==> config.mk <==
export PLATFORM = sky130hd
export DESIGN_NAME = glu_logic_unit
export DESIGN_NICKNAME = d
export VERILOG_FILES = /design/src/logic/glu_pkg.sv /design/src/logic/glu_out_path.sv /design/src/logic/glu_logic_unit.sv
export SDC_FILE = /design/constraint.sdc
export NUM_CORES = 1
export LEC_CHECK = 0
export ABC_AREA = 1
export BUFFER_PORTS_ARGS = -buffer_cell sky130_fd_sc_hd__buf_2
export CAP_MARGIN = 20
export CORE_MARGIN = 2
export CORE_UTILIZATION = 30
export DETAILED_ROUTE_END_ITERATION = 12
export GPL_TIMING_DRIVEN = 0
export SYNTH_ARGS = -nofsm -noshare
export SYNTH_HDL_FRONTEND = slang
export SYNTH_SLANG_ARGS = --single-unit
==> constraint.sdc <==
create_clock -name ref_clk -period 2.65 [get_ports ref_clk]
set_input_delay 0.265 -clock ref_clk [delete_from_list [all_inputs] [get_ports ref_clk]]
set_output_delay 0.265 -clock ref_clk [all_outputs]
set_load 0.005 [all_outputs]
==> src/logic/glu_pkg.sv <==
// Constants, encodings and state types shared by the glue logic unit files
// Functional notes
// - Protected pair configuration writes are ignored while the pair's even table is enabled.
// - Protected: sequencer select and all table control fields except table enable.
// - Even table write setting enable also loads protected fields; write clearing enable does not.
// - Global enable bit activates the whole block; zero deactivates it.
// - Each table has its own enable bit, one activates, zero deactivates.
// - Table output is truth bit indexed by inputs 2,1,0, input 2 most significant.
// - Inputs 0 and 1 selected in second control register, input 2 in third.
// - A masked input reads as constant low.
// - Feedback source gives sequencer N output to tables 2N and 2N+1.
// - Linked source gives table n the output of table n+1, last gets table 0.
// - Two asynchronous event lines are selectable as table inputs.
// - Pin source follows the dedicated input pin of same table and index.
// - Synchronizer option delays the table output by two table-clock edges.
// - Filter passes only values steady over three edges, four edges of lag.
// - Synchronizer and filter state clear one cycle after the table is disabled.
// - Edge detector gives a pulse on each rising edge of its input when enabled.
// - Edge detector state clears one cycle after the table is disabled.
// - Sequencer takes the configured path outputs and runs on the even table clock.
// - Flops update on rising edge; even table disable clears latch and flop.
// - Gated D flop: even is D, odd is gate; gate high loads, low holds.
// - JK flop: even J, odd K; 00 hold, 01 clear, 10 set, 11 toggle.
// - Sequencer codes: 0 off, 1 D flop, 2 JK, 3 D latch, 4 RS latch.
// - Filter codes: 0 none, 1 synchronizer, 2 glitch filter, 3 reserved.
// - Clock-source bit makes input 2 the table clock and low in the truth table.
// - D latch follows D while gate high; RS latch: set even, reset odd.
package glu_pkg;
  localparam int NUM_TABLES = 2;
  localparam int PIN_COUNT = 6;
  localparam int PERIPH_COUNT = 8;

  // Register offsets, byte addressed on the plain register port
  localparam logic [3:0] ADDR_CTRL = 4'h0;
  localparam logic [3:0] ADDR_SEQ = 4'h1;
  localparam logic [3:0] ADDR_TBL_BASE = 4'h5;
  localparam logic [3:0] ADDR_TBL_STRIDE = 4'h4;
  localparam logic [3:0] OFS_CTRL_A = 4'h0;
  localparam logic [3:0] OFS_CTRL_B = 4'h1;
  localparam logic [3:0] OFS_CTRL_C = 4'h2;
  localparam logic [3:0] OFS_TRUTH = 4'h3;

  // Field positions
  localparam int BIT_ENABLE = 0;
  localparam int BIT_RUNSTDBY = 6;
  localparam int BIT_OUTEN = 3;
  localparam int FILT_LSB = 4;
  localparam int BIT_TABLE_CLOCK_SOURCE = 6;
  localparam int BIT_EDGE_DETECT_ENABLE = 7;
  localparam int SEL0_LSB = 0;
  localparam int SEL1_LSB = 4;
  localparam logic [7:0] RESET_BYTE = 8'h00;

  // Sequencer function codes
  localparam logic [3:0] SEQ_OFF = 4'h0;
  localparam logic [3:0] SEQ_DFF = 4'h1;
  localparam logic [3:0] SEQ_JK = 4'h2;
  localparam logic [3:0] SEQ_DLATCH = 4'h3;
  localparam logic [3:0] SEQ_RSLATCH = 4'h4;

  // Output filter codes
  localparam logic [1:0] FILT_NONE = 2'h0;
  localparam logic [1:0] FILT_SYNC = 2'h1;
  localparam logic [1:0] FILT_GLITCH = 2'h2;

  // Input source codes; peripheral inputs occupy 6..13, 14 and 15 read low
  localparam logic [3:0] SRC_MASK = 4'h0;
  localparam logic [3:0] SRC_FEEDBACK = 4'h1;
  localparam logic [3:0] SRC_LINK = 4'h2;
  localparam logic [3:0] SRC_EVENT_A = 4'h3;
  localparam logic [3:0] SRC_EVENT_B = 4'h4;
  localparam logic [3:0] SRC_PIN = 4'h5;
  localparam logic [3:0] SRC_PERIPH_BASE = 4'h6;
  localparam logic [3:0] SRC_PERIPH_LAST = 4'hd;

  typedef struct packed {
    logic [3:0] addr;
    logic [7:0] wrData;
    logic wr;
    logic rd;
  } glu_reg_req_t;

  typedef struct packed {
    logic edge_detect_enable;
    logic table_clock_source;
    logic [1:0] output_filter_select;
    logic outEn;
    logic en;
    logic [3:0] input2_source_select;
    logic [3:0] input1_source_select;
    logic [3:0] input0_source_select;
    logic [7:0] truth;
  } glu_table_cfg_t;

  typedef struct packed {
    glu_table_cfg_t [NUM_TABLES-1:0] tbl;
    logic glbEn;
    logic runStdby;
    logic [3:0] sequencer_function_select;
    logic [7:0] rdData;
    logic [PIN_COUNT-1:0] pinS1;
    logic [PIN_COUNT-1:0] pinS2;
    logic [1:0] evS1;
    logic [1:0] evS2;
    logic [NUM_TABLES-1:0] in2Prev;
    logic seqQ;
    logic [NUM_TABLES-1:0] outQ;
    logic [NUM_TABLES-1:0] outEnQ;
  } glu_state_t;

  typedef struct packed {
    logic syncA;
    logic syncB;
    logic stC;
    logic filtQ;
    logic edgePrev;
    logic pulse;
  } glu_path_state_t;
endpackage

==> src/logic/glu_out_path.sv <==
// Per-table synchronizer, glitch filter and edge detector
`timescale 1ns/10ps
module glu_out_path (
  input wire logic ref_clk,
  input wire logic nrst,
  input wire logic tableEn,
  input wire logic tick,
  input wire logic [1:0] output_filter_select,
  input wire logic edge_detect_enable,
  input wire logic lutIn,
  output logic pathOut
);
  glu_pkg::glu_path_state_t q, d;
  logic pre;

  // Filter selection; the reserved code falls back to the raw table value
  always_comb begin
    if (output_filter_select == glu_pkg::FILT_SYNC) begin
      pre = q.syncB;
    end else if (output_filter_select == glu_pkg::FILT_GLITCH) begin
      pre = q.filtQ;
    end else begin
      pre = lutIn;
    end
    pathOut = edge_detect_enable ? q.pulse : pre;
  end

  // Stages advance only on table-clock ticks, so the pulse spans one table clock
  always_comb begin
    d = q;
    if (!tableEn) begin
      d = '0;
    end else if (tick) begin
      d.syncA = lutIn;
      d.syncB = q.syncA;
      d.stC = q.syncB;
      // Three equal samples needed, so a two-edge glitch never reaches filtQ
      if (q.syncA == q.syncB && q.syncB == q.stC) begin
        d.filtQ = q.stC;
      end
      d.edgePrev = pre;
      d.pulse = pre & ~q.edgePrev;
    end
  end

  always_ff @(posedge ref_clk or negedge nrst) begin
    if (!nrst) begin
      q <= '0;
    end else begin
      q <= d;
    end
  end

  path_clear_a: assert property (@(posedge ref_clk) disable iff (!nrst)
    !tableEn |=> (q == '0))
    else $error("path state not cleared after disable");

  sync_lag_a: assert property (@(posedge ref_clk) disable iff (!nrst)
    (tableEn && tick && output_filter_select == glu_pkg::FILT_SYNC && !edge_detect_enable)[*3]
      |-> pathOut == $past(lutIn, 2))
    else $error("synchronizer lag is not two edges");

  pulse_once_a: assert property (@(posedge ref_clk) disable iff (!nrst)
    (tableEn && tick && q.pulse) ##1 (tableEn && tick) |-> !q.pulse)
    else $error("edge pulse longer than one table clock");

  filt_cover_c: cover property (@(posedge ref_clk) disable iff (!nrst)
    tableEn && output_filter_select == glu_pkg::FILT_GLITCH && $rose(q.filtQ));
endmodule

==> src/logic/glu_logic_unit.sv <==
// Glue logic unit: two three-input tables, pair sequencer and register port
`timescale 1ns/10ps
module glu_logic_unit (
  input wire logic ref_clk,
  input wire logic nrst,
  input wire glu_pkg::glu_reg_req_t regReq,
  output logic [7:0] regRdData,
  input wire logic [glu_pkg::PIN_COUNT-1:0] tableInputPin,
  input wire logic eventLineA,
  input wire logic eventLineB,
  input wire logic [glu_pkg::PERIPH_COUNT-1:0] periphIn,
  output logic [glu_pkg::NUM_TABLES-1:0] tableOut,
  output logic [glu_pkg::NUM_TABLES-1:0] tableOutEn,
  output logic seqOut
);
  localparam int NT = glu_pkg::NUM_TABLES;

  glu_pkg::glu_state_t q, d;
  logic [NT-1:0] te;
  logic [NT-1:0] tick;
  logic [NT-1:0] prelimLut;
  logic [NT-1:0] lutVal;
  logic [NT-1:0] pathOut;
  logic [NT-1:0][2:0] selIn;
  logic [NT-1:0][2:0] prelimIn;

  // Source mux for one table input; unused codes read low
  function automatic logic srcVal(input logic [3:0] code, input logic fb,
                                  input logic lnk, input logic pin,
                                  input logic [1:0] ev,
                                  input logic [glu_pkg::PERIPH_COUNT-1:0] per);
    logic v;
    v = 1'b0;
    if (code == glu_pkg::SRC_FEEDBACK) begin
      v = fb;
    end else if (code == glu_pkg::SRC_LINK) begin
      v = lnk;
    end else if (code == glu_pkg::SRC_EVENT_A) begin
      v = ev[0];
    end else if (code == glu_pkg::SRC_EVENT_B) begin
      v = ev[1];
    end else if (code == glu_pkg::SRC_PIN) begin
      v = pin;
    end else if (code >= glu_pkg::SRC_PERIPH_BASE && code <= glu_pkg::SRC_PERIPH_LAST) begin
      v = per[3'(code - glu_pkg::SRC_PERIPH_BASE)];
    end
    return v;
  endfunction

  // Truth lookup; the clock-source bit forces input 2 low in the index
  function automatic logic lookup(input glu_pkg::glu_table_cfg_t c,
                                  input logic [2:0] ins);
    logic [2:0] idx;
    idx = {ins[2] & ~c.table_clock_source, ins[1], ins[0]};
    return c.truth[idx];
  endfunction

  // Table datapath. Link inputs see a first pass in which links read low,
  // so two tables linked to each other never form a combinational loop.
  always_comb begin
    logic [3:0] code;
    logic lnk;
    code = '0;
    lnk = 1'b0;
    te = '0;
    tick = '0;
    selIn = '0;
    prelimIn = '0;
    prelimLut = '0;
    lutVal = '0;
    for (int n = 0; n < NT; n++) begin
      te[n] = q.glbEn & q.tbl[n].en;
      for (int i = 0; i < 3; i++) begin
        code = (i == 0) ? q.tbl[n].input0_source_select :
               (i == 1) ? q.tbl[n].input1_source_select : q.tbl[n].input2_source_select;
        prelimIn[n][i] = srcVal(code, q.seqQ, 1'b0, q.pinS2[n*3+i], q.evS2, periphIn);
      end
      prelimLut[n] = lookup(q.tbl[n], prelimIn[n]);
    end
    for (int n = 0; n < NT; n++) begin
      lnk = prelimLut[(n + 1) % NT];
      for (int i = 0; i < 3; i++) begin
        code = (i == 0) ? q.tbl[n].input0_source_select :
               (i == 1) ? q.tbl[n].input1_source_select : q.tbl[n].input2_source_select;
        // One sequencer per pair, so both tables see the same feedback
        selIn[n][i] = srcVal(code, q.seqQ, lnk, q.pinS2[n*3+i], q.evS2, periphIn);
      end
      lutVal[n] = te[n] & lookup(q.tbl[n], selIn[n]);
      // Rising edge of input 2 stands in for the table clock when selected
      tick[n] = q.tbl[n].table_clock_source ? (selIn[n][2] & ~q.in2Prev[n]) : 1'b1;
    end
  end

  // Filter and edge detector per table
  for (genvar g = 0; g < NT; g++) begin : gPath
    glu_out_path uPath (
      .ref_clk(ref_clk),
      .nrst(nrst),
      .tableEn(te[g]),
      .tick(tick[g]),
      .output_filter_select(q.tbl[g].output_filter_select),
      .edge_detect_enable(q.tbl[g].edge_detect_enable),
      .lutIn(lutVal[g]),
      .pathOut(pathOut[g])
    );
  end

  // Next state: register port, input synchronizers, sequencer, outputs
  always_comb begin
    logic [3:0] tBase;
    logic protOk;
    logic [7:0] wdat;
    logic a;
    logic b;
    tBase = '0;
    protOk = 1'b0;
    wdat = regReq.wrData;
    a = pathOut[0];
    b = pathOut[1];
    d = q;
    d.pinS1 = tableInputPin;
    d.pinS2 = q.pinS1;
    d.evS1 = {eventLineB, eventLineA};
    d.evS2 = q.evS1;
    for (int n = 0; n < NT; n++) begin
      d.in2Prev[n] = selIn[n][2];
    end

    // Writes; protected fields of a pair are locked while its even table is enabled
    if (regReq.wr) begin
      if (regReq.addr == glu_pkg::ADDR_CTRL) begin
        d.glbEn = wdat[glu_pkg::BIT_ENABLE];
        d.runStdby = wdat[glu_pkg::BIT_RUNSTDBY];
      end else if (regReq.addr == glu_pkg::ADDR_SEQ) begin
        if (!q.tbl[0].en) begin
          d.sequencer_function_select = wdat[3:0];
        end
      end
      for (int n = 0; n < NT; n++) begin
        tBase = 4'(glu_pkg::ADDR_TBL_BASE + n * glu_pkg::ADDR_TBL_STRIDE);
        protOk = !q.tbl[(n / 2) * 2].en;
        if (regReq.addr == tBase + glu_pkg::OFS_CTRL_A) begin
          d.tbl[n].en = wdat[glu_pkg::BIT_ENABLE];
          // Old enable gates the fields: enable-and-configure works in one
          // write, disable-and-configure does not
          if (protOk) begin
            d.tbl[n].edge_detect_enable = wdat[glu_pkg::BIT_EDGE_DETECT_ENABLE];
            d.tbl[n].table_clock_source = wdat[glu_pkg::BIT_TABLE_CLOCK_SOURCE];
            d.tbl[n].output_filter_select = wdat[glu_pkg::FILT_LSB +: 2];
            d.tbl[n].outEn = wdat[glu_pkg::BIT_OUTEN];
          end
        end else if (regReq.addr == tBase + glu_pkg::OFS_CTRL_B) begin
          if (protOk) begin
            d.tbl[n].input0_source_select = wdat[glu_pkg::SEL0_LSB +: 4];
            d.tbl[n].input1_source_select = wdat[glu_pkg::SEL1_LSB +: 4];
          end
        end else if (regReq.addr == tBase + glu_pkg::OFS_CTRL_C) begin
          if (protOk) begin
            d.tbl[n].input2_source_select = wdat[3:0];
          end
        end else if (regReq.addr == tBase + glu_pkg::OFS_TRUTH) begin
          d.tbl[n].truth = wdat;
        end
      end
    end

    // Reads; data stand for exactly one cycle, unmapped offsets read zero
    d.rdData = glu_pkg::RESET_BYTE;
    if (regReq.rd) begin
      if (regReq.addr == glu_pkg::ADDR_CTRL) begin
        d.rdData = {1'b0, q.runStdby, 5'h00, q.glbEn};
      end else if (regReq.addr == glu_pkg::ADDR_SEQ) begin
        d.rdData = {4'h0, q.sequencer_function_select};
      end
      for (int n = 0; n < NT; n++) begin
        tBase = 4'(glu_pkg::ADDR_TBL_BASE + n * glu_pkg::ADDR_TBL_STRIDE);
        if (regReq.addr == tBase + glu_pkg::OFS_CTRL_A) begin
          d.rdData = {q.tbl[n].edge_detect_enable, q.tbl[n].table_clock_source, q.tbl[n].output_filter_select,
                      q.tbl[n].outEn, 2'h0, q.tbl[n].en};
        end else if (regReq.addr == tBase + glu_pkg::OFS_CTRL_B) begin
          d.rdData = {q.tbl[n].input1_source_select, q.tbl[n].input0_source_select};
        end else if (regReq.addr == tBase + glu_pkg::OFS_CTRL_C) begin
          d.rdData = {4'h0, q.tbl[n].input2_source_select};
        end else if (regReq.addr == tBase + glu_pkg::OFS_TRUTH) begin
          d.rdData = q.tbl[n].truth;
        end
      end
    end

    // Sequencer on the even table clock; latches track every system cycle
    if (!te[0]) begin
      d.seqQ = 1'b0;
    end else begin
      unique case (q.sequencer_function_select)
        glu_pkg::SEQ_DFF: begin
          if (tick[0] && b) begin
            d.seqQ = a;
          end
        end
        glu_pkg::SEQ_JK: begin
          if (tick[0]) begin
            unique case ({a, b})
              2'b01: d.seqQ = 1'b0;
              2'b10: d.seqQ = 1'b1;
              2'b11: d.seqQ = ~q.seqQ;
              default: d.seqQ = q.seqQ;
            endcase
          end
        end
        glu_pkg::SEQ_DLATCH: begin
          if (b) begin
            d.seqQ = a;
          end
        end
        glu_pkg::SEQ_RSLATCH: begin
          // Forbidden 11 holds the present value rather than racing
          if (a && !b) begin
            d.seqQ = 1'b1;
          end else if (!a && b) begin
            d.seqQ = 1'b0;
          end
        end
        default: d.seqQ = 1'b0;
      endcase
    end

    // Registered outputs add one system cycle after the table path
    for (int n = 0; n < NT; n++) begin
      d.outQ[n] = te[n] & pathOut[n];
      d.outEnQ[n] = te[n] & q.tbl[n].outEn;
    end
  end

  always_ff @(posedge ref_clk or negedge nrst) begin
    if (!nrst) begin
      q <= '0;
    end else begin
      q <= d;
    end
  end

  assign regRdData = q.rdData;
  assign tableOut = q.outQ;
  assign tableOutEn = q.outEnQ;
  assign seqOut = q.seqQ;

  locked_select_a: assert property (@(posedge ref_clk) disable iff (!nrst)
    regReq.wr && regReq.addr == 4'h6 && q.tbl[0].en |=> $stable(q.tbl[0].input0_source_select))
    else $error("protected select changed while enabled");

  locked_seq_a: assert property (@(posedge ref_clk) disable iff (!nrst)
    regReq.wr && regReq.addr == glu_pkg::ADDR_SEQ && q.tbl[0].en |=> $stable(q.sequencer_function_select))
    else $error("sequencer select changed while enabled");

  enable_config_a: assert property (@(posedge ref_clk) disable iff (!nrst)
    regReq.wr && regReq.addr == 4'h5 && !q.tbl[0].en && regReq.wrData[0]
      |=> q.tbl[0].en && q.tbl[0].output_filter_select == $past(regReq.wrData[5:4]))
    else $error("enabling write did not load fields");

  disable_keep_a: assert property (@(posedge ref_clk) disable iff (!nrst)
    regReq.wr && regReq.addr == 4'h5 && q.tbl[0].en && !regReq.wrData[0]
      |=> !q.tbl[0].en && $stable(q.tbl[0].output_filter_select))
    else $error("disabling write changed fields");

  global_enable_a: assert property (@(posedge ref_clk) disable iff (!nrst)
    regReq.wr && regReq.addr == glu_pkg::ADDR_CTRL |=> q.glbEn == $past(regReq.wrData[0]))
    else $error("global enable not written");

  table_enable_a: assert property (@(posedge ref_clk) disable iff (!nrst)
    regReq.wr && regReq.addr == 4'h9 |=> q.tbl[1].en == $past(regReq.wrData[0]))
    else $error("table enable not written");

  truth_out_a: assert property (@(posedge ref_clk) disable iff (!nrst)
    te[1] && q.tbl[1].output_filter_select == glu_pkg::FILT_NONE && !q.tbl[1].edge_detect_enable
      |=> tableOut[1] == $past(lutVal[1]))
    else $error("table output does not follow truth lookup");

  read_data_a: assert property (@(posedge ref_clk) disable iff (!nrst)
    regReq.rd && regReq.addr == 4'h8 |=> regRdData == $past(q.tbl[0].truth)
      ##1 regRdData == 8'h00 || $past(regReq.rd))
    else $error("read data wrong or held too long");

  seq_clear_a: assert property (@(posedge ref_clk) disable iff (!nrst)
    !te[0] |=> !seqOut)
    else $error("sequencer not cleared by even disable");

  jk_toggle_a: assert property (@(posedge ref_clk) disable iff (!nrst)
    te[0] && q.sequencer_function_select == glu_pkg::SEQ_JK && tick[0] && pathOut[0] && pathOut[1]
      |=> seqOut != $past(seqOut))
    else $error("JK toggle failed");

  dff_hold_a: assert property (@(posedge ref_clk) disable iff (!nrst)
    te[0] && q.sequencer_function_select == glu_pkg::SEQ_DFF && !pathOut[1] |=> $stable(seqOut))
    else $error("gated D flop changed with gate low");

  jk_cover_c: cover property (@(posedge ref_clk) disable iff (!nrst)
    te[0] && q.sequencer_function_select == glu_pkg::SEQ_JK && $rose(seqOut));
  rs_cover_c: cover property (@(posedge ref_clk) disable iff (!nrst)
    te[0] && q.sequencer_function_select == glu_pkg::SEQ_RSLATCH && $fell(seqOut));
  clk_src_cover_c: cover property (@(posedge ref_clk) disable iff (!nrst)
    te[1] && q.tbl[1].table_clock_source && tick[1]);
endmodule

Word level (Yosys, flattened, before mapping)
Cells that the tools add are included.
- register bits: 101
- latch bits: 0
- memory bits (writable): 0
- bits in read-only memories: 0
- bits of input ports: 32
- memories kept: 0
- add/sub/neg operators: 6
- multipliers: 0
- divide/modulo/power cells: 0
- order comparisons: 22
- eq/ne operators: 63
- shifts and indexed selects: 0
- mux-type cells: 101
- bitwise gates (word level): 31
- reduce and logical (&&, ||, !) cells: 29
- operators by type and width (kind ; count):
    $mux W1 ; 74
    $mux W8 ; 9
    $eq A4 B3 Y1 const B ; 16
    $eq A4 B2 Y1 const B ; 14
    $lt A3 B4 Y1 const B ; 10
    $eq A4 B1 Y1 const B ; 8
    $bmux W1 S3 ; 10
    $reduce_and A5 Y1 ; 5
    $ge A4 B3 Y1 const B ; 6
    $le A4 B4 Y1 const B ; 6
    $mux W6 ; 4
    $eq A4 B4 Y1 const B ; 5
    $sub A3 B3 Y3 const B ; 6
    $and A1 B1 Y1 ; 16
    $not A1 Y1 ; 15
    $reduce_and A4 Y1 ; 3
    $logic_and A1 B1 Y1 ; 11
    $reduce_and A2 Y1 ; 5
    $eq A2 B2 Y1 const B ; 4
    $ne A2 B2 Y1 const B ; 4
    $mux W7 ; 1
    $eq A2 B1 Y1 const B ; 3
    $ne A3 B3 Y1 const B ; 2
    $reduce_and A3 Y1 ; 2
    other kinds (9) ; 13

Logic depth before layout (Yosys ltp)
Gate-level depths: netlist of the first run.
- depth after elaboration: 27
- depth in mapped cells: 31

Hierarchy
From an unflattened synthesis of the first run, not the netlist that was laid out.
- cell total of the unflattened synthesis: 839
- area total of the unflattened synthesis: 6115.9 sq um
- modules (own cells, without submodules) (module ; instances ; cells each ; area an instance (sq um)):
    glu_logic_unit ; 1 ; 755 ; 5450.2
    glu_out_path ; 2 ; 42 ; 332.8

Worst setup path before layout of the first run
No wires, ideal clock.
- path type: register to register
- start point: reg q[45] in the netlist's numbering
- end point: reg q, in the netlist seqOut
- setup time: 0.122 ns
- data arrival time: 2.656 ns
- slack: -0.128 ns
- stages on the path, launching flop included: 28
- cell sequence: dfrtp_1 -> buf_6 -> o21ai_0 -> nand2_1 -> nand2_1 -> nand2_1 -> nand3_2 -> nand3_2 -> nand2_2 -> nand2_2 -> nand2_1 -> nand3_1 -> nand3_2 -> nand3_2 -> nand2_2 -> nand2_1 -> nand3_1 -> nand3_1 -> nand3_2 -> nand2_1 -> nand3_1 -> nand2_1 -> ha_1 -> nor2_1 -> nor3_2 -> nand3_1 -> nand2_1 -> o21ai_1
- word-level cells in the longest chain between the ends: 25
- elaborated cells on any way between the ends: 60
- those cells by class: add/sub (1); order compare (2); eq/ne (12); mux (35); bitwise (3); reduce/logical (7)
- ends and longest elaborated chain (item ; RTL line ; RTL):
    start, declared ; glu_logic_unit.sv:18 ; glu_pkg::glu_state_t q, d;
    start signal, assigned ; glu_logic_unit.sv:236 ; q <= '0;
    start signal, assigned ; glu_logic_unit.sv:238 ; q <= d;
    $sub A3 B3 Y3 ; glu_logic_unit.sv:45 ; v = per[3'(code - glu_pkg::SRC_PERIPH_BASE)];
    $bmux W1 S3 ; glu_logic_unit.sv:45 ;
    $mux W1 (implied by the code) ; glu_logic_unit.sv:45 ;
    $mux W1 ; glu_logic_unit.sv:44 ; end else if (code >= glu_pkg::SRC_PERIPH_BASE && code <= glu_pkg::SRC_PERIPH_LAST) begin
    $mux W1 ; glu_logic_unit.sv:42 ; end else if (code == glu_pkg::SRC_PIN) begin
    $mux W1 ; glu_logic_unit.sv:40 ; end else if (code == glu_pkg::SRC_EVENT_B) begin
    $mux W1 ; glu_logic_unit.sv:38 ; end else if (code == glu_pkg::SRC_EVENT_A) begin
    $mux W1 ; glu_logic_unit.sv:36 ; end else if (code == glu_pkg::SRC_LINK) begin
    (+9 left out) ; - ;
    $mux W1 ; glu_out_path.sv:20 ; end else if (output_filter_select == glu_pkg::FILT_GLITCH) begin
    $mux W1 ; glu_out_path.sv:18 ; if (output_filter_select == glu_pkg::FILT_SYNC) begin
    $mux W1 ; glu_out_path.sv:25 ; pathOut = edge_detect_enable ? q.pulse : pre;
    $eq A2 B2 Y1 (tied with other cells) ; glu_logic_unit.sv:202 ; unique case ({a, b})
    $pmux W1 S3 or $logic_and A1 B1 Y1 (tied branches) ; glu_logic_unit.sv:202, glu_logic_unit.sv:217 ;
    $mux W1, on equally long branches ; glu_logic_unit.sv:201, glu_logic_unit.sv:217 ;
    $pmux W1 S4 ; glu_logic_unit.sv:194 ; unique case (q.sequencer_function_select)
    $mux W1 ; glu_logic_unit.sv:191 ; if (!te[0]) begin
Parallel ways exist; a longest one is shown, timed or not. The select of a mux whose other input is x is not followed.
A chain may end at the register's enable or synchronous reset.

Worst setup path after layout of the first run
- start point: reg q[52] in the netlist's numbering
- end point: reg q, in the netlist seqOut
- word-level cells in the longest chain between the ends: 24
- elaborated cells on any way between the ends: 57
- those cells by class: order compare (2); eq/ne (12); mux (33); bitwise (3); reduce/logical (7)
- ends and longest elaborated chain (item ; RTL line ; RTL):
    $ge A4 B3 Y1 or $le A4 B4 Y1 (tied branches) ; glu_logic_unit.sv:44 ;
    $logic_and A1 B1 Y1 ; glu_logic_unit.sv:44 ;
    $mux W1 ; glu_logic_unit.sv:44 ;
    $mux W1 ; glu_logic_unit.sv:42 ;
    $mux W1 ; glu_logic_unit.sv:40 ;
    $mux W1 ; glu_logic_unit.sv:38 ;
    $mux W1 ; glu_logic_unit.sv:36 ;
    $mux W1 ; glu_logic_unit.sv:34 ; if (code == glu_pkg::SRC_FEEDBACK) begin
    (+8 left out) ; - ;
    $mux W1 ; glu_out_path.sv:20 ;
    $mux W1 ; glu_out_path.sv:18 ;
    $mux W1 ; glu_out_path.sv:25 ;
    $eq A2 B2 Y1 (tied with other cells) ; glu_logic_unit.sv:202 ;
    $pmux W1 S3 or $logic_and A1 B1 Y1 (tied branches) ; glu_logic_unit.sv:202, glu_logic_unit.sv:217 ;
    $mux W1, on equally long branches ; glu_logic_unit.sv:201, glu_logic_unit.sv:217 ;
    $pmux W1 S4 ; glu_logic_unit.sv:194 ;
    $mux W1 ; glu_logic_unit.sv:191 ;
Parallel ways exist; a longest one is shown, timed or not. The select of a mux whose other input is x is not followed.

==> results.md, run 1 <==
* Status: finished with violations
* Failing checks: negative hold slack, negative setup slack
* Seq/Total Area, Yosys at 0.415
* H-tree Lvls at 3
* Delay-heaviest family, CP: simple AND/OR/NAND/NOR gates
* Vias in the first global route at 5361
* Max capacitance violation total at 0
* DIE AREA at 21500 um^2
* Ys async rst share at 1.00
* Crit Path Class: reg -> reg
* Ant diodes at 0
* Number of core rows at 52
* RSZ-0062 raised after global routing: yes
* RR Startpoint: q[52]
* Total core area at 20100 um^2
* Reg2Reg Capture Point: seqOut
* Root buffer cell: clkbuf_16
* Worst path slowest cell: dfrtp_1
* Post-DP HPWL at 13100 um
* Drt drc at 0
* Slowest stage delay, CP at 0.48 ns
* Pwr dens at 750 nW/um^2
* Maximum vdd drop at 0.286 mV
* Clk_lat worst skew at 0.36 ns
* Max-slew violations at 0
* Hold WS at -0.0228 ns
* Leak at 3.65 nW
* Most frequent cells in the layout: nand2_1 (209), inv_1 (111), dfrtp_1 (94)
* CTS tree: done
* Most frequent CP cell: nand2_1
* Initial Util at 0.303
* Critical Path RT at 2.93 ns
* Syn_nets at 873
* Worst-case reg-to-reg path depth at 26
* Die H at 147 um
* Final critical-path required period at 3.10 ns
* Synth Instances at 838
* Distinct cell type count after synthesis at 45
* #FFs+latches synth at 101
* WL per Instance at 15.1 um
* Clock transition at the registers of the reported paths at 0.07 ns
* Post-synthesis area per instance at 7.28 um^2
* Initial antenna violation count at 0
* Period utilization at 1.17
* Ratio of cells with drive above 1 in the final layout at 0.242
* Primary FF master, synth: dfrtp_1
* Slew @ Worst Pin at 0.773 ns
* Pre-antenna DRT Iters at 5
* Die Span X at 147 um
* Clock tree sinks at 101
* Fillers at 2086
* DR vias/cell at 4.83
* First DRT Iteration DRCs at 461
* Commonest non-fill, non-tap cell in the layout: nand2_1
* CTS buffer count at 9
* Final Setup Violations at 6
* Remaining antenna violation count after routing at 0
* Dpl cells at 1153
* Largest net degree at the start of global routing at 60
* Worst path buffer plus inverter count at 4
* Slew Limit Headroom at 0.485
* Maximum fanout along the worst path at 5
* Critical Path AT at 3.39 ns
* IO Pins at 45
* Gr ovfl total at 0
* Min setup slack post-route at -0.454 ns
* Startpoint types: flip-flop
* EDFF count, synth at 0
* First-pass GRT wire length at 28400 um
* Clock Skew at 0.00580 ns
* Routability cong. at 0.897
* Fmax at 0.322 GHz
* Area grow syn2layout at 23.4%
* Clock tree buffer depth at 2
* Hold WC Path Type: in -> async
* Final wirelength at 18000 um
* GR Util All Layers at 0.169
* Final Hold Vio Count at 22
* NumNets Final at 952
* Fin cells at 1192
* Fin util at 0.374
* Worst setup EP type: flip-flop
* Multi-input gate area at 3200 um^2
* Mapped cell area at 6100 um^2
* Synth warnings at 0
* R2R setup slack at -0.45 ns
* Sequential Area at 2540 um^2
* PortBufs at 44
* Vias after detailed routing at 5756
## metal layers
metal	GRT usage	part of all wire	vias to the layer above
met5	0	0	-
met4	0.0675	0.026	0
met3	0.0213	0.049	31
met2	0.283	0.48	148
met1	0.224	0.45	2712
li1	-	-	2865
## stage by stage
step | cell area [um^2] | setup slack [ns] | total power [mW] | TNS, ns
after floorplan | 6120 | -0.0788 | 3.38 | -0.0788
after global placement | 6680 | -0.615 | 3.87 | -1.24
after detailed placement | 6710 | -0.613 | 3.90 | -1.26
after CTS | 7230 | -0.443 | 5.42 | -0.604
after global routing | 7520 | -0.738 | 6.02 | -3.31
final | 7520 | -0.454 | 5.64 | -1.16
## power breakdown
group	total (mW)	switching, mW	internal [mW]
sequential	2.04	0.264	1.77
combinational	2.33	1.44	0.891
clock	1.28	0.590	0.690
total	5.64	2.29	3.35
## flip-flops by register name, indices dropped and copies added (netlist names)
signal	count
tableOutEn	2
gPath.uPath.q	12
regRdData	8
seqOut	1
q	68
d	8
tableOut	2
## synth_stat cells (5+ instances only)
master	n	area share
nand2_1	226	0.14
inv_1	119	0.073
buf_4	17	0.021
nand2_2	12	0.012
nor2_2	9	0.0092
nor2_1	57	0.035
nand3_1	78	0.064
dfrtp_1	101	0.41
o21ai_0	80	0.066
buf_6	5	0.0092
o21ai_1	8	0.0066
nand4_1	10	0.010
nand3_2	15	0.025
a21oi_1	8	0.0066
nor3_1	11	0.0090
inv_2	10	0.0062
a31oi_1	5	0.0051
nand3b_1	6	0.0074
## worst max-delay path by stage
stage                     start     end  slack [ns]  cells after the start
after floorplan           q[71]  seqOut       -0.08                     30
after global placement    q[82]  seqOut       -0.62                     28
after detailed placement  q[82]  seqOut       -0.61                     28
after CTS                 q[71]  seqOut       -0.44                     31
after global routing      q[45]  seqOut       -0.74                     29
final                     q[52]  seqOut       -0.45                     26
## logic make-up after synthesis
kind of cell | share of synthesized area
xor gates and xnor gates | 0.0101
and+or+nand+nor | 0.327
buffers and inverters | 0.116
AOI/OAI and AO/OA | 0.125
adders and majority gates | 0.00616
DFF | 0.415
muxes | 0.00164
## cell type report
type                            count  area share
Multi-Input combinational cell    577       0.426
Sequential cell                   101       0.337
Inverter                          134      0.0689
Timing Repair Buffer               68      0.0585
Tap cell                          270      0.0449
Clock buffer                       13      0.0346
Buffer                             26      0.0279
Clock inverter                      3     0.00249
## what timing repair did
action,4_1_cts,5_1_grt
hold buffers,3,0
resized for setup,40,51
endpoints found under the hold margin,3,0
setup buffers,6,13
setup endpoints to repair,10,15
cloned,0,1
pin swaps,10,28
Note: power is estimated with default switching activity, not from simulation.
==> run 2: changes to the inputs <==
- SYNTH_HIERARCHICAL: default -> 1
==> run 2 against run 1 <==
The run ends with negative setup slack left. Via count rose by 1.5%. Sequential cell count did not move. Count of clock-buffer cells in the layout fell by 4. Worst hold slack improved by 0.032 ns. Clock skew rose by 0.0016 ns. Critical endpoint unchanged.
==> results.md, run 2 <==
* Distinct cell type count after synthesis at 48 (+6.7%)
* Primary FF master, synth: dfrtp_1
* Critical Path AT at 3.76 ns (+0.37 ns)
* Crit Path Class: reg -> reg
* Pre-antenna DRT Iters at 5 (unchanged)
* CP Launch Point: q[45]
* Ratio of cells with drive above 1 in the final layout at 0.288 (+0.0460)
* Seq/Total Area, Yosys at 0.413 (-0.00127)
* Largest registers: q (68), gPath.uPath/q (12)
* Vias in the first global route at 5437 (+1.4%)
* Max capacitance violation total at 0 (unchanged)
* Total core area at 20100 um^2 (unchanged)
* Final Hold Vio Count at 0 (-100%)
* Sw Pwr at 2.36 mW (+2.9%)
* #FFs+latches synth at 101 (unchanged)
* Leading area contributor after synthesis: dfrtp_1
* Worst setup EP type: flip-flop
* Initial antenna violation count at 0 (unchanged)
* Fin util at 0.385 (+0.0111)
* Ant diodes at 0 (unchanged)
* Area grow syn2layout at 26.7%
* DR vias/cell at 4.84 (+0.13%)
* Final wirelength at 18500 um (+2.5%)
* Slowest stage delay, CP at 0.38 ns (-0.10 ns)
* DIE AREA at 21500 um^2 (+0.30%)
* Clk_lat worst skew at 0.36 ns (about the same)
* Synth warnings at 6 (+6)
* EDFF count, synth at 0 (unchanged)
* Post-synth top area share at 0.413 (-0.00127)
* Most frequent CP cell: nand3_2
* Period utilization at 1.33 (+0.155)
* Clock Skew at 0.00741 ns (+0.00161 ns)
* Die H at 147 um (+0.15%)
* Mapped cell area at 6120 um^2 (+0.31%)
* Startpoint types: flip-flop
* Commonest non-fill, non-tap cell in the layout: nand2_1
* Fmax at 0.284 GHz (-12%)
* Hold WC Path Type: in -> reg
* Ys async rst share at 1.00 (unchanged)
* Remaining antenna violation count after routing at 0 (unchanged)
* Reg with most FFs: q
* Post-DP Area at 6740 um^2 (+0.37%)
* Synth Instances at 839 (+0.12%)
* CTS tree: done
* Synth cell count leaders: nand2_1 (240), inv_1 (107), dfrtp_1 (101), o21ai_0 (76), nand3_1 (69)
* First-pass GRT wire length at 28800 um (+1.2%)
* Sw frac at 0.402 (-0.00409)
* Post-synthesis area per instance at 7.29 um^2 (+0.19%)
* Failing checks: negative setup slack
* Hold WS at 0.00950 ns (+0.0323 ns)
* Clock tree sinks at 101 (unchanged)
* RR Startpoint: q[45]
* Seq pwr share at 0.344 (-0.017)
* Worst path slowest cell: dfrtp_1
* NumNets Final at 968 (+1.7%)
* Top post-synthesis cells by area: dfrtp_1 (41%), nand2_1 (15%), inv_1 (6.6%), o21ai_0 (6.2%), nand3_1 (5.6%)
* Routability cong. at 0.912 (+1.8%)
* First DRT Iteration DRCs at 484 (+5.0%)
* Post-DP HPWL at 13000 um (-0.90%)
* Leak at 3.72 nW (+2.2%)
* Max-slew violations at 0 (unchanged)
* Final Setup Violations at 11 (+5)
* PortBufs at 44 (unchanged)
* Combinational share of power at 0.424 (+0.012)
* Maximum fanout along the worst path at 7 (+2)
* Count leader, synth: nand2_1
* Largest net degree at the start of global routing at 68 (+13%)
* Clock tree buffer depth at 2 (unchanged)
* Slew Limit Headroom at 0.542 (+0.0574)
* Slew @ Worst Pin at 0.684 ns (-0.0886 ns)
* Syn_nets at 874 (+0.11%)
* Vias after detailed routing at 5841 (+1.5%)
* Clock share of power at 0.232 (+0.005)
* Status: finished with violations
* Pwr dens at 757 nW/um^2 (+0.95%)
* Finished Cell Area at 7750 um^2 (+3.0%)
* Most frequent cells in the layout: nand2_1 (216), inv_1 (102), dfrtp_1 (92)
* CTS buffer count at 9 (unchanged)
* Die Span X at 147 um (+0.15%)
* Clock transition at the registers of the reported paths at 0.07 ns (about the same)
* Min-Delay Startpoint: eventLineA
* Drt drc at 0 (unchanged)
* Initial Util at 0.304 (+0.000934)
* Max reg flops at 68 (unchanged)
* GR Util All Layers at 0.172 (+0.00228)
* IO Pins at 45 (unchanged)
* Root buffer cell: clkbuf_16
* Gr ovfl total at 0 (unchanged)
* Critical Path RT at 2.90 ns (-0.03 ns)
* H-tree Lvls at 3 (unchanged)
* Min setup slack post-route at -0.866 ns (-0.412 ns)
* WL per Instance at 15.3 um (+1.2%)
* Maximum vdd drop at 0.357 mV (+25%)
* RSZ-0062 raised after global routing: yes
* Number of core rows at 52 (unchanged)
* Total internal power at 3.51 mW (+4.7%)
* Final critical-path required period at 3.52 ns (+0.412 ns)
run 2: changes by cell type in the layout (fill, tap and decap cells not counted), moves of 5 or more:
cell	before	now
nand3_1	67	55
buf_4	33	42
inv_1	111	102
buf_6	8	16
nand2_2	20	28
nor2_1	45	53
nand2_1	209	216
nand4_1	10	16
o2111ai_1	2	8
inv_6	1	6
nand3_4	10	5
nor3_1	10	5
run 2: repair_timing:
action / CTS / global route
gates cloned: 0 / 1
endpoints found under the hold margin: 34 / 1
setup buffers: 15 / 20
pin swaps: 21 / 52
resized for setup: 45 / 74
hold buffers: 1 / 1
endpoints found under the setup margin: 11 / 15
run 2: area by class of cell:
type                    count  area [um^2]
repair buffers             83          561
multi-input cells         582         3270
well taps                 270          338
fillers                  2032        12400
plain buffers              28          228
inverters                 128          509
clock inverters             7         73.8
flip-flops and latches    101         2540
clock buffers               9          225
run 2: layer usage:
layer	global-route usage	wire, um	up-vias
li1	-	-	2897
met1	0.233	8220	2748
met2	0.273	8700	165
met3	0.0366	1070	31
met4	0.0592	509	0
met5	0	0	-
run 2: cell families after synthesis:
family                     count (synthesis)  share of synthesized area
AOI/OAI and AO/OA                        133                      0.133
xor gates and xnor gates                   3                    0.00430
adders and majority gates                  3                    0.00614
buffers and inverters                    156                      0.114
DFF                                      101                      0.413
and+or+nand+nor                          443                      0.329
run 2: worst max-delay path: cells and delay by family, from the launching register on:
kind / cells / cell delay, ns
simple gates: 21 / 1.89
compound gates: 3 / 0.48
flops: 1 / 0.38
buf+inv: 3 / 0.37
fa+ha+maj: 1 / 0.29
run 2: final timing paths:
kind,cells past startpoint,endpoint,slack [ns]
worst max register to register,28,seqOut,-0.87
worst max-delay path,28,seqOut,-0.87
min in group asynchronous,2,q[72],0.41
worst min-delay path,1,d[7],0.01
worst min register to register,0,q[8],0.35
max in group asynchronous,3,seqOut,1.52
run 2: power by group through the flow:
| stage | Clock, mW | Combinational (mW) | Sequential (mW) |
|---|---|---|---|
| 3_5_place_dp | 0 | 1.88 | 2.02 |
| 5_1_grt | 1.45 | 2.75 | 2.04 |
| 3_3_place_gp | 0 | 1.86 | 2.02 |
| 4_1_cts | 1.39 | 2.12 | 2.00 |
| 6_report | 1.36 | 2.49 | 2.02 |
| 2_1_floorplan | 0 | 1.47 | 1.94 |
run 2: per-stage QoR:
step | cells | worst slack, ns | setup TNS [ns] | total power [mW]
6_report | 1208 | -0.866 | -1.90 | 5.87
5_1_grt | 1208 | -1.15 | -4.36 | 6.25
4_1_cts | 1186 | -0.787 | -1.30 | 5.51
3_5_place_dp | 1154 | -1.17 | -2.33 | 3.90
3_3_place_gp | 1153 | -1.11 | -2.14 | 3.88
2_1_floorplan | 839 | -0.481 | -0.481 | 3.41
==> run 3: changes to the inputs <==
--- a/config.mk
+++ b/config.mk
@@ -7,8 +7,9 @@
 export LEC_CHECK = 0
 export ABC_AREA = 1
-export BUFFER_PORTS_ARGS = -buffer_cell sky130_fd_sc_hd__buf_2
+export BUFFER_PORTS_ARGS = -buffer_cell sky130_fd_sc_hd__buf_4
 export CAP_MARGIN = 20
 export CORE_MARGIN = 2
 export CORE_UTILIZATION = 30
+export CTS_CLUSTER_DIAMETER = 200
 export DETAILED_ROUTE_END_ITERATION = 12
 export GPL_TIMING_DRIVEN = 0
==> constraint.sdc (replaced) <==
create_clock -name ref_clk -period 2.65 [get_ports ref_clk]
set_input_delay 0.53 -clock ref_clk [delete_from_list [all_inputs] [get_ports ref_clk]]
set_output_delay 0.53 -clock ref_clk [all_outputs]
set_load 0.005 [all_outputs]
==> run 3 against run 2 <==
The flow still finishes with violations (negative setup slack). Sequential power about the same. Total power increased by 3.3%. Worst hold slack better by 0.17 ns. Sequential share of layout area down 1.2 points. Final cell count grew 0.99%. Non-clock buffer count rose by 13. Via count is 1.5% higher. Global-route usage grew 0.28 points. Die area is the same. Fmax about the same.
==> results.md, run 3 (synthesis results as in run 2) <==
* Status: finished with violations
* Failing checks: negative setup slack
* Ant diodes at 0 (unchanged)
* Critical Path AT at 3.77 ns (about the same)
* First DRT Iteration DRCs at 420 (-13%)
* Finished Cell Area at 8050 um^2 (+3.9%)
* CTS tree: done
* Max capacitance violation total at 0 (unchanged)
* Worst path slowest cell: dfrtp_1
* Drt drc at 0 (unchanged)
* Slew Limit Headroom at 0.540 (-0.00223)
* First-pass GRT wire length at 29200 um (+1.5%)
* Clk_lat worst skew at 0.36 ns (about the same)
* Crit Path Class: reg -> reg
* Max reg flops at 68 (unchanged)
* Root buffer cell: clkbuf_16
* Critical Path RT at 2.90 ns (about the same)
* DR vias/cell at 4.86 (+0.49%)
* Slowest stage delay, CP at 0.37 ns (about the same)
* DIE AREA at 21500 um^2 (unchanged)
* GR Util All Layers at 0.175 (+0.00281)
* Die H at 147 um (unchanged)
* CTS buffer count at 9 (unchanged)
* Post-DP HPWL at 13000 um (-0.17%)
* Setup TNS Final at -2.79 ns (-0.890 ns)
* Area grow syn2layout at 31.6%
* Ratio of cells with drive above 1 in the final layout at 0.318 (+0.0300)
* RR Startpoint: q[75]
* Final critical-path required period at 3.51 ns (-0.00181 ns)
* Worst setup EP type: flip-flop
* Hold WC Path Type: in -> async
* Routability cong. at 0.909 (-0.37%)
* Leak at 3.84 nW (+3.0%)
* Vias after detailed routing at 5928 (+1.5%)
* Pre-antenna DRT Iters at 5 (unchanged)
* Most frequent cells in the layout: nand2_1 (214), buf_4 (96), inv_1 (95)
* Maximum vdd drop at 0.337 mV (-5.6%)
* Gr ovfl total at 0 (unchanged)
* Clock transition at the registers of the reported paths at 0.07 ns (about the same)
* Reg with most FFs: q
* Largest net degree at the start of global routing at 57 (-16%)
* Final Setup Violations at 11 (unchanged)
* Initial Util at 0.304 (unchanged)
* Reg2Reg Capture Point: seqOut
* Die Span X at 147 um (unchanged)
* Total core area at 20100 um^2 (unchanged)
* Min setup slack post-route at -0.864 ns (+0.00181 ns)
* Pwr dens at 753 nW/um^2 (-0.53%)
* RSZ-0062 raised after global routing: yes
* Commonest non-fill, non-tap cell in the layout: nand2_1
* R2R setup slack at -0.86 ns (about the same)
* Clock tree sinks at 101 (unchanged)
* Post-DP Area at 6870 um^2 (+1.9%)
* Slew @ Worst Pin at 0.688 ns (+0.00333 ns)
* Dpl cells at 1154 (unchanged)
* Crit path capture: seqOut
* Largest registers: q (68), gPath.uPath/q (12)
* PortBufs at 44 (unchanged)
* Max-slew violations at 0 (unchanged)
* Startpoint types: flip-flop
* Final Hold Vio Count at 0 (unchanged)
* Initial antenna violation count at 0 (unchanged)
* Period utilization at 1.33 (about the same)
* H-tree Lvls at 3 (unchanged)
* WL per Instance at 15.4 um (+0.49%)
* Clock Skew at 0.00816 ns (+0.000749 ns)
* NumNets Final at 981 (+1.3%)
* Fin cells at 1220 (+0.99%)
* Final wirelength at 18800 um (+1.5%)
* Number of core rows at 52 (unchanged)
* IO Pins at 45 (unchanged)
* CP Launch Point: q[75]
* Vias in the first global route at 5538 (+1.9%)
* Fmax at 0.285 GHz (about the same)
* Maximum fanout along the worst path at 8 (+1)
* Worst-case reg-to-reg path depth at 31 (+11%)
* Remaining antenna violation count after routing at 0 (unchanged)
* Clock tree buffer depth at 2 (unchanged)
* Fillers at 2041 (+0.44%)
* Most frequent CP cell: nand3_2
[run 3: worst min path at each step]
stage,from,endpoint,slack [ns],cells after the start
floorplan,nrst,d[11],0.23,0
global placement,d[13],q[13],0.33,0
detailed placement,d[7],q[7],0.33,0
finish,nrst,q[14],0.18,1
global route,nrst,q[7],0.24,1
CTS,nrst,q[14],0.20,1
[run 3: through the flow]
stage / setup slack, ns / utilization / total power [mW] / hold WS [ns]
6_report: -0.864 / 0.400 / 6.06 / 0.179
5_1_grt: -1.13 / 0.400 / 6.46 / 0.236
4_1_cts: -0.789 / 0.379 / 5.65 / 0.202
3_5_place_dp: -1.12 / 0.342 / 3.93 / 0.335
3_3_place_gp: -1.12 / 0.340 / 3.90 / 0.334
2_1_floorplan: -0.501 / - / 3.41 / 0.234
[run 3: timing repair]
item                       CTS  global route
gates cloned                 1             0
setup buffers               31            32
hold buffers                 0             0
pin swaps                   27            60
setup endpoints to repair   12            14
resized for setup           52            83
[run 3: area by class of cell]
cell class / instances / area (um^2) / area share
clock inverter: 5 / 61.3 / 0.00762
inverter: 128 / 532 / 0.0661
timing repair buffer: 96 / 792 / 0.0984
sequential: 101 / 2540 / 0.316
multi-input combinational: 582 / 3330 / 0.414
clock buffer: 10 / 229 / 0.0285
buffer: 28 / 220 / 0.0274
tap: 270 / 338 / 0.0420
[run 3: worst max-delay path, delay by kind of cell (launching register included)]
family	cells	cell delay [ns]
AO/OA/AOI/OAI	3	0.63
flip-flops	1	0.37
buffers and inverters	4	0.36
AND/OR/NAND/NOR	23	1.83
adder cells (fa/ha/maj)	1	0.21
[run 3: power by group]
part           total [mW]  switching, mW  internal [mW]
Combinational        2.70           1.55           1.14
Clock                1.34          0.614          0.731
Sequential           2.02          0.250           1.77
Total                6.06           2.42           3.65
[run 3: layer usage]
| layer | wire length [um] | global-route usage | vias up |
|---|---|---|---|
| met5 | 0 | 0 | - |
| met4 | 449 | 0.0612 | 0 |
| met3 | 1040 | 0.0348 | 36 |
| met2 | 8980 | 0.288 | 159 |
| met1 | 8300 | 0.229 | 2808 |
| li1 | - | - | 2925 |
